File: config.mk
export PLATFORM = sky130hd
export DESIGN_NAME = vic_top
export DESIGN_NICKNAME = d
export VERILOG_FILES = /design/src/common/vic_pkg.sv /design/src/vic_prio.sv /design/src/vic_top.sv
export VERILOG_INCLUDE_DIRS = /design/src /design/src/common
export SDC_FILE = /design/constraint.sdc
export NUM_CORES = 1
export LEC_CHECK = 0
export ABC_CLOCK_PERIOD_IN_PS = 7300
export BUFFER_PORTS_ARGS = -buffer_cell sky130_fd_sc_hd__buf_2
export CORE_AREA = 5 5 118 120
export CTS_CLUSTER_SIZE = 8
export DETAILED_ROUTE_END_ITERATION = 7
export DIE_AREA = 0 0 123 125
export PLACE_DENSITY = 0.57
export SLEW_MARGIN = 20
export SYNTH_ARGS = -nofsm -noshare
export SYNTH_HDL_FRONTEND = slang
export SYNTH_SLANG_ARGS = --single-unit
File: constraint.sdc
create_clock -name core_clk -period 7.3 [get_ports core_clk]
set_clock_uncertainty 0.1 [all_clocks]
set_input_delay 0.73 -clock core_clk [delete_from_list [all_inputs] [get_ports core_clk]]
set_output_delay 0.73 -clock core_clk [all_outputs]
set_load 0.05 [all_outputs]
File: src/common/vic_map.svh
`ifndef VIC_MAP_SVH
`define VIC_MAP_SVH
// ****************************************
// register offsets on the plain port
// ****************************************
`define VIC_REG_REQUEST 8'h00
`define VIC_REG_MASK 8'h01
`define VIC_REG_PRIORITY 8'h02
`define VIC_REG_STATUS 8'h03
// ****************************************
// field positions
// ****************************************
`define VIC_MASK_GLOBAL_BIT 7
`define VIC_STATUS_BUSY_BIT 7
`define VIC_REQ_TX 4
`define VIC_REQ_RX_PIN0 3
`define VIC_REQ_TIMER0 2
`define VIC_REQ_TIMER1 5
`define VIC_REQ_TIMER2 4
// ****************************************
// reset values
// ****************************************
`define VIC_REQUEST_RST 6'h00
`define VIC_MASK_RST 8'h00
`define VIC_PRIORITY_RST 3'h0
`define VIC_PIN_RST 4'hF
// ****************************************
// entry sequence, counted in core_clk cycles
// ****************************************
`define VIC_NUM_REQ 6
`define VIC_SRC_SETUP_CYCLES 5
`define VIC_STACK_CYCLES 6'd48
`define VIC_VECTOR_CYCLES 6'd9
`define VIC_ENTRY_CYCLE (`VIC_STACK_CYCLES + `VIC_VECTOR_CYCLES + 6'd1)
`define VIC_PUSH_PC_LO 6'd16
`define VIC_PUSH_PC_HI 6'd32
`define VIC_PUSH_FLAGS 6'd48
`define VIC_FETCH_HI 6'd50
`define VIC_FETCH_LO 6'd52
`define VIC_VECTOR_BASE 16'h0000
`endif

File: src/common/vic_pkg.sv
`default_nettype none
package vic_pkg;
   typedef logic [5:0] vic_req_t;
   typedef enum logic [1:0] {
      VIC_IDLE = 2'b00,
      VIC_STACK = 2'b01,
      VIC_VECTOR = 2'b10
   } vic_state_t;
   typedef enum logic [1:0] {
      VIC_PUSH_LO = 2'b00,
      VIC_PUSH_HI = 2'b01,
      VIC_PUSH_FLG = 2'b10
   } vic_push_t;
endpackage
`default_nettype wire

File: src/vic_prio.sv
`default_nettype none
module vic_prio (
   input wire vic_pkg::vic_req_t req,
   input wire logic [2:0] start,
   output logic hit,
   output logic [2:0] idx
);
   import vic_pkg::*;
   logic [2:0] first;
   logic [5:0] found;
   logic [2:0] cand [0:5];

   // an out-of-range start code falls back to request 0 first
   assign first = (start > 3'd5) ? 3'd0 : start;

   // ****************************************
   // rotated order: request first, first+1, ...
   // ****************************************
   genvar k;
   generate
      for (k = 0; k < 6; k++) begin : g_rank
         logic [3:0] s;
         assign s = {1'b0, first} + 4'(k);
         assign cand[k] = (s > 4'd5) ? 3'(s - 4'd6) : s[2:0];
         assign found[k] = req[cand[k]];
      end
   endgenerate

   always_comb begin
      hit = |found;
      idx = 3'd0;
      for (int j = 5; j >= 0; j--) begin
         if (found[j]) begin
            idx = cand[j];
         end
      end
   end
endmodule
`default_nettype wire

File: src/vic_top.sv
// Overview of operation
// - nine sources merge into six maskable requests
// - sources: four pins, serial, three timers
// - pins 0,1,2,3 drive requests 3,2,0,1
// - global and per-request enables gate grants
// - priority register orders simultaneous pending requests
// - per-request vector holds 16-bit routine address
// - grant disables interrupts, saves context, vectors
// - masked requests still latch and read back
// - software setting request bit raises interrupt
// - arbitration only at instruction end sample
// - every transmitted character raises request 4
// - every received character raises request 3
// - 48 stack cycles, nine fetch, entry 58
// - requests stay live and wake halted core
//
// The strobed register port and the register addresses were chosen for this implementation.
`default_nettype none
`include "vic_map.svh"
module vic_top (
   input wire logic core_clk,
   input wire logic rst_b,
   input wire logic [7:0] reg_addr,
   input wire logic [7:0] reg_wdata,
   input wire logic reg_wr,
   input wire logic reg_rd,
   output logic [7:0] reg_rdata,
   input wire logic [3:0] fixed_input_port_pins,
   input wire logic rx_char_done,
   input wire logic tx_char_done,
   input wire logic timer0_done,
   input wire logic timer1_done,
   input wire logic timer2_done,
   input wire logic instr_end,
   input wire logic core_halted,
   output logic int_grant,
   output logic stack_push,
   output vic_pkg::vic_push_t stack_sel,
   output logic pmem_rd,
   output logic [15:0] pmem_addr,
   input wire logic [7:0] pmem_data,
   output logic pc_load,
   output logic [15:0] isr_addr,
   output logic wake
);
   import vic_pkg::*;

   vic_req_t pend;
   vic_req_t hw_set;
   vic_req_t clr;
   vic_req_t armed;
   logic [3:0] pin_q;
   logic [3:0] pin_fall;
   logic [5:0] mask_en;
   logic glob;
   logic [2:0] prio_start;
   vic_state_t st;
   logic [5:0] cnt;
   logic [2:0] gidx;
   logic hit;
   logic [2:0] win;
   logic busy;
   logic sw_wr_req;

   // ****************************************
   // source merge
   // ****************************************
   // external requests are active-low edges; they keep working while halted
   always_ff @(posedge core_clk) begin
      if (!rst_b) begin
         pin_q <= `VIC_PIN_RST;
      end else begin
         pin_q <= fixed_input_port_pins;
      end
   end
   assign pin_fall = pin_q & ~fixed_input_port_pins;

   always_comb begin
      hw_set = 6'h00;
      hw_set[0] = pin_fall[2];
      hw_set[1] = pin_fall[3];
      hw_set[2] = pin_fall[1] | timer0_done;
      hw_set[3] = pin_fall[0] | rx_char_done;
      hw_set[4] = tx_char_done | timer2_done;
      hw_set[5] = timer1_done;
   end

   // ****************************************
   // pending requests
   // ****************************************
   assign sw_wr_req = reg_wr && (reg_addr == `VIC_REG_REQUEST);
   assign int_grant = instr_end && (st == VIC_IDLE) && glob && hit;

   always_comb begin
      clr = 6'h00;
      if (int_grant) begin
         clr[win] = 1'b1;
      end
   end

   // hardware set wins over both software and grant clears
   always_ff @(posedge core_clk) begin
      if (!rst_b) begin
         pend <= `VIC_REQUEST_RST;
      end else if (sw_wr_req) begin
         pend <= (reg_wdata[5:0] & ~clr) | hw_set;
      end else begin
         pend <= (pend & ~clr) | hw_set;
      end
   end

   // ****************************************
   // mask and priority registers
   // ****************************************
   always_ff @(posedge core_clk) begin
      if (!rst_b) begin
         mask_en <= 6'(`VIC_MASK_RST);
         glob <= 1'b0;
      end else begin
         if (reg_wr && (reg_addr == `VIC_REG_MASK)) begin
            mask_en <= reg_wdata[5:0];
            glob <= reg_wdata[`VIC_MASK_GLOBAL_BIT];
         end
         // entry disables nesting even if software writes the mask together
         if (int_grant) begin
            glob <= 1'b0;
         end
      end
   end

   always_ff @(posedge core_clk) begin
      if (!rst_b) begin
         prio_start <= `VIC_PRIORITY_RST;
      end else if (reg_wr && (reg_addr == `VIC_REG_PRIORITY)) begin
         prio_start <= reg_wdata[2:0];
      end
   end

   assign armed = pend & mask_en;

   vic_prio u_prio (
      .req(armed),
      .start(prio_start),
      .hit(hit),
      .idx(win)
   );

   // ****************************************
   // entry sequence
   // ****************************************
   assign busy = (st != VIC_IDLE);

   always_ff @(posedge core_clk) begin
      if (!rst_b) begin
         st <= VIC_IDLE;
         cnt <= 6'd0;
         gidx <= 3'd0;
      end else begin
         unique case (st)
            VIC_IDLE: begin
               if (int_grant) begin
                  st <= VIC_STACK;
                  cnt <= 6'd1;
                  gidx <= win;
               end
            end
            VIC_STACK: begin
               cnt <= cnt + 6'd1;
               if (cnt == `VIC_STACK_CYCLES) begin
                  st <= VIC_VECTOR;
               end
            end
            VIC_VECTOR: begin
               cnt <= cnt + 6'd1;
               if (cnt == `VIC_ENTRY_CYCLE) begin
                  st <= VIC_IDLE;
                  cnt <= 6'd0;
               end
            end
            default: begin
               st <= VIC_IDLE;
               cnt <= 6'd0;
            end
         endcase
      end
   end

   // context save: low pc byte, high pc byte, then flags
   always_comb begin
      stack_push = (st == VIC_STACK) && ((cnt == `VIC_PUSH_PC_LO) || (cnt == `VIC_PUSH_PC_HI) ||
                   (cnt == `VIC_PUSH_FLAGS));
      stack_sel = VIC_PUSH_LO;
      if (cnt == `VIC_PUSH_PC_HI) begin
         stack_sel = VIC_PUSH_HI;
      end else if (cnt == `VIC_PUSH_FLAGS) begin
         stack_sel = VIC_PUSH_FLG;
      end
   end

   assign pmem_rd = (st == VIC_VECTOR) && ((cnt == `VIC_FETCH_HI) || (cnt == `VIC_FETCH_LO));
   assign pc_load = (st == VIC_VECTOR) && (cnt == `VIC_ENTRY_CYCLE);

   // vector pair for request n sits at base + 2n, high byte first
   always_ff @(posedge core_clk) begin
      if (!rst_b) begin
         pmem_addr <= `VIC_VECTOR_BASE;
      end else if (int_grant) begin
         pmem_addr <= `VIC_VECTOR_BASE + {12'h000, win, 1'b0};
      end else if (pmem_rd && (cnt == `VIC_FETCH_HI)) begin
         pmem_addr <= pmem_addr + 16'h0001;
      end
   end

   always_ff @(posedge core_clk) begin
      if (!rst_b) begin
         isr_addr <= 16'h0000;
      end else if (st == VIC_VECTOR && cnt == `VIC_FETCH_HI + 6'd1) begin
         isr_addr[15:8] <= pmem_data;
      end else if (st == VIC_VECTOR && cnt == `VIC_FETCH_LO + 6'd1) begin
         isr_addr[7:0] <= pmem_data;
      end
   end

   // any pending enabled request restarts a halted core while the global enable is set
   assign wake = core_halted && glob && (|armed);

   // ****************************************
   // register read port
   // ****************************************
   always_ff @(posedge core_clk) begin
      if (!rst_b) begin
         reg_rdata <= 8'h00;
      end else if (reg_rd) begin
         unique case (reg_addr)
            `VIC_REG_REQUEST: reg_rdata <= {2'b00, pend};
            `VIC_REG_MASK: reg_rdata <= {glob, 1'b0, mask_en};
            `VIC_REG_PRIORITY: reg_rdata <= {5'h00, prio_start};
            `VIC_REG_STATUS: reg_rdata <= {busy, 4'h0, gidx};
            default: reg_rdata <= 8'h00;
         endcase
      end else begin
         reg_rdata <= 8'h00;
      end
   end

   // ****************************************
   // assertions
   // ****************************************
   property p_pin_map;
      @(posedge core_clk) disable iff (!rst_b) $fell(fixed_input_port_pins[0]) && $past(rst_b) |=> pend[3];
   endproperty
   a_pin_map: assert property (p_pin_map) else $error("pin 0 edge did not set request 3");

   property p_tx;
      @(posedge core_clk) disable iff (!rst_b) tx_char_done |=> pend[4];
   endproperty
   a_tx: assert property (p_tx) else $error("transmit done did not set request 4");

   property p_rx;
      @(posedge core_clk) disable iff (!rst_b) rx_char_done |=> pend[3];
   endproperty
   a_rx: assert property (p_rx) else $error("receive done did not set request 3");

   property p_enabled;
      @(posedge core_clk) disable iff (!rst_b) int_grant |-> glob && mask_en[win] && pend[win];
   endproperty
   a_enabled: assert property (p_enabled) else $error("grant of a disabled request");

   property p_sample;
      @(posedge core_clk) disable iff (!rst_b) int_grant |-> instr_end && !busy;
   endproperty
   a_sample: assert property (p_sample) else $error("grant outside instruction end");

   property p_disable;
      @(posedge core_clk) disable iff (!rst_b) int_grant |=> (!glob && !int_grant) [*8];
   endproperty
   a_disable: assert property (p_disable) else $error("interrupts not disabled on grant");

   property p_timing;
      @(posedge core_clk) disable iff (!rst_b) int_grant |-> ##48 stack_push ##10 pc_load;
   endproperty
   a_timing: assert property (p_timing) else $error("entry sequence timing wrong");

   property p_clear;
      @(posedge core_clk) disable iff (!rst_b) int_grant && !hw_set[win] && !sw_wr_req |=> !pend[gidx];
   endproperty
   a_clear: assert property (p_clear) else $error("granted request still pending");

   property p_swset;
      @(posedge core_clk) disable iff (!rst_b) sw_wr_req && !int_grant |=>
         ((pend & $past(reg_wdata[5:0])) == $past(reg_wdata[5:0]));
   endproperty
   a_swset: assert property (p_swset) else $error("software set lost");

   property p_poll;
      @(posedge core_clk) disable iff (!rst_b) reg_rd && reg_addr == `VIC_REG_REQUEST |=>
         reg_rdata[5:0] == $past(pend);
   endproperty
   a_poll: assert property (p_poll) else $error("request read back wrong");

   property p_reset;
      @(posedge core_clk) disable iff (!rst_b) $rose(rst_b) |-> pend == 6'h00 && !glob;
   endproperty
   a_reset: assert property (p_reset) else $error("reset state wrong");

   property p_wake;
      @(posedge core_clk) disable iff (!rst_b) core_halted && glob && (|(hw_set & mask_en)) |=>
         wake || !core_halted || !glob || $changed(mask_en);
   endproperty
   a_wake: assert property (p_wake) else $error("halted core not woken");

   c_grant: cover property (@(posedge core_clk) disable iff (!rst_b) int_grant);
   c_entry: cover property (@(posedge core_clk) disable iff (!rst_b) pc_load);
   c_shared: cover property (@(posedge core_clk) disable iff (!rst_b) rx_char_done && pin_fall[0]);
   c_wake: cover property (@(posedge core_clk) disable iff (!rst_b) wake);
endmodule
`default_nettype wire

==> flow_metrics.tcl <==
set metrics [dict create \
    fin_ws_ns 2.08 \
    ctsRootBufferMaster "clkbuf_16" \
    final_cells 759 \
    crit_arrival_ns 4.39 \
    critPathLaunchType "flip-flop" \
    min_from "isr_addr[11]" \
    internal-power_uw 646 \
    clkLatencyLatePin_ns 0.33 \
    synth.yosys.warnings 0 \
    worstMarginPinSlew_ns 1.08 \
    gr-total-overflow 0 \
    finalHoldViolations 0 \
    cp_max_fo 22 \
    coreArea_sq_um 12900 \
    gp_congestion 0.871 \
    p_sw_share_pct 21.8 \
    antenna_found_initial 3 \
    finalCritPeriodShare_pct 71.4 \
    synth.area.top_cells "dfxtp_1 (32%), mux2i_1 (7.9%), nor2_1 (6.5%)" \
    critical_path_required_ns 6.47 \
    routed_via_density 5.27 \
    max_freq_ghz 0.192 \
    seq_power_share_pct 47.3 \
    avgSynthCellArea_sq_um 8.46 \
    totalWireLength_um 11900 \
    multi_input_area_sq_um 2700 \
    die_x_um 123 \
    synth_common_cells "nor2_1 (75), dfxtp_1 (70), nand2_1 (39)" \
    synth_edf_count 0 \
    antenna_left 0 \
    synth_cell_types 81 \
    end_kind "output port" \
    post-cts-setup-buffers 0 \
    hold-path-cell-count 2 \
    rsz0062_at_grt "no" \
    cts_num_sinks 70 \
    min_period_ns 5.22 \
    synth_top_area_cell "dfxtp_1" \
    slew_violations 0 \
    synth_flop_cell "dfxtp_1" \
    hold_slack_ns 0.394 \
    setup_tns_ns 0 \
    reg2regPathDepth 11 \
    syn-num-nets 561 \
    pwr-share-comb_pct 4.5 \
    drc 0 \
    async_flop_share_pct 0 \
    synthCells 510 \
    synth-seq-cells 70 \
    floorplan.initialDensity_pct 33.5 \
    die_h_um 125 \
    hold_path.class "reg -> reg" \
    p_clk_share_pct 48.2 \
    cts_inserted_buffers 9 \
    wl_per_cell_um 15.7 \
    clkSlewWorstSetupHoldPaths_ns 0.05 \
    layout.area.seq_sq_um 1400 \
    setup_violations 0 \
    seq_area_frac_synth_pct 32.5 \
    ir_worst_vdd_v 0.000145 \
    synthesis.area_sq_um 4310 \
    fin_nets 630 \
    grt_pass1_wl_um 18900 \
    p_sw_uw 180 \
    clk_path_buf_depth 2 \
    tritoncts "done" \
    vias 4000 \
    p_leak_uw 0.00211 \
    grtUsageTotal_pct 15.3 \
    io_buffers 83 \
    ctsResizeCount 0 \
    max-slew-margin-rel_pct 27.4 \
    power_density_nw_per_um2 162 \
    synthDominantCellAreaShare_pct 32.5 \
    fillerInstances 1312 \
    worstHoldEndpoint "isr_addr[11]" \
    cts_htree_levels 3 \
    max_cap_violations 0 \
    pre_cts_ws_ns 2.48 \
    io_pins 86 \
    drive_gt1_share_pct 22.0 \
    first_iter_violations 240 \
    die_area_sq_um 15400 \
    num_rows 42 \
    r2r_end "cnt[3]" \
    worstReg2RegStart "prio_start[2]" \
    dp.cells 744 \
    diodes 0 \
    status "finished, final reports clean" \
    postCtsHoldBufs 0 \
    total_power_uw 826 \
    grt_max_degree 37 \
    drt_pass1_iterations 5 \
    r2r_slack_ns 2.82 \
    area_delta_synth_final_pct 18.0 \
    grt_pass1_vias 3815 \
    dp_hpwl_um 9010 \
    synth.most_common_cell "nor2_1" \
    crit_type "reg -> out" \
]
[registers in the layout (all words and copies together), names as in the netlist, 3 cells and up]
register,flops
isr_addr,16
pmem_addr,16
reg_rdata,7
cnt,6
mask_en,6
pend,6
pin_q,4
gidx,3
prio_start,3
[worst max-delay path, stage by stage, from the launching register on]
cell and delay [ns]:
dfxtp_1 0.68, nand2b_1 0.27, inv_1 0.13, ha_1 0.60
nor4bb_1 0.26, a311o_1 0.37, a2111oi_0 0.35, nand3b_1 0.21
nor3b_2 0.29, a31o_1 0.56, inv_6 0.10, buf_2 0.24
[final cells by class]
cell class,instances,share of cell area (%)
clock inverter,4,0.443
clock buffer,11,4.97
inverter,16,1.28
tap,176,4.33
sequential,70,27.5
multi-input combinational,398,53.1
timing repair buffer,84,8.31
[power groups by stage]
| stage | Combinational, uW | Sequential [uW] | Clock (uW) |
|---|---|---|---|
| finish | 37.2 | 391 | 399 |
| global placement | 36.3 | 398 | 0 |
| floorplan | 21.3 | 397 | 0 |
| detailed placement | 36.9 | 399 | 0 |
| CTS | 37.2 | 390 | 411 |
| global route | 41.3 | 391 | 428 |
[kinds of logic after synthesis]
| family | Yosys count | synth area share [%] |
|---|---|---|
| and+or+nand+nor | 219 | 26.3 |
| AOI/OAI and AO/OA | 107 | 18.0 |
| DFF | 70 | 32.5 |
| muxes | 43 | 11.0 |
| buffers and inverters | 42 | 4.84 |
| xor gates and xnor gates | 15 | 3.48 |
| adders and majority gates | 13 | 3.74 |
| other | 1 | 0.0869 |
[per-layer routing]
layer / GRT usage [%] / vias up / routed length [um] / part of all wire (%)
met5: 0 / - / 33 / 0.28
met4: 4.69 / 6 / 193 / 1.6
met3: 5.74 / 24 / 1040 / 8.8
met2: 22.7 / 140 / 5190 / 44
met1: 20.6 / 1850 / 5450 / 46
li1: - / 1980 / - / -
[worst max path at each step]
stage / endpoint / startpoint / slack, ns
after floorplan: int_grant / prio_start[1] / 3.50
after global placement: int_grant / prio_start[2] / 2.58
after detailed placement: int_grant / prio_start[2] / 2.48
after CTS: int_grant / prio_start[2] / 2.12
after global routing: int_grant / prio_start[2] / 1.80
final: int_grant / prio_start[2] / 2.08
[per-stage QoR]
| stage | instance area, sq um | utilization [%] |
|---|---|---|
| after global placement | 4810 | 37.4 |
| after global routing | 5090 | 39.5 |
| after CTS | 5090 | 39.5 |
| final | 5090 | 39.5 |
| after floorplan | 4310 | - |
| after detailed placement | 4810 | 37.4 |
[layout by cell type (no fill, tap or decap), types with 4 or more instances in the layout]
cell       instances
ha_1              12
clkbuf_16          9
xor2_1             7
xnor2_1            7
a21oi_1           25
nor2_1            75
and2_1            12
nand2_1           39
o21ai_0           17
nand3_1           18
nand2b_1           5
and4_1             6
nand4_1            6
o31ai_1            4
nor3_1             7
o211ai_1           5
and3_1             7
nand3b_1           7
mux2i_1           34
a311oi_1           5
mux2_2             6
inv_1             13
a2bb2oi_1          5
buf_2             83
nor2b_1            7
a31oi_1            6
dfxtp_1           70
Power figures use the tool's default switching activity.
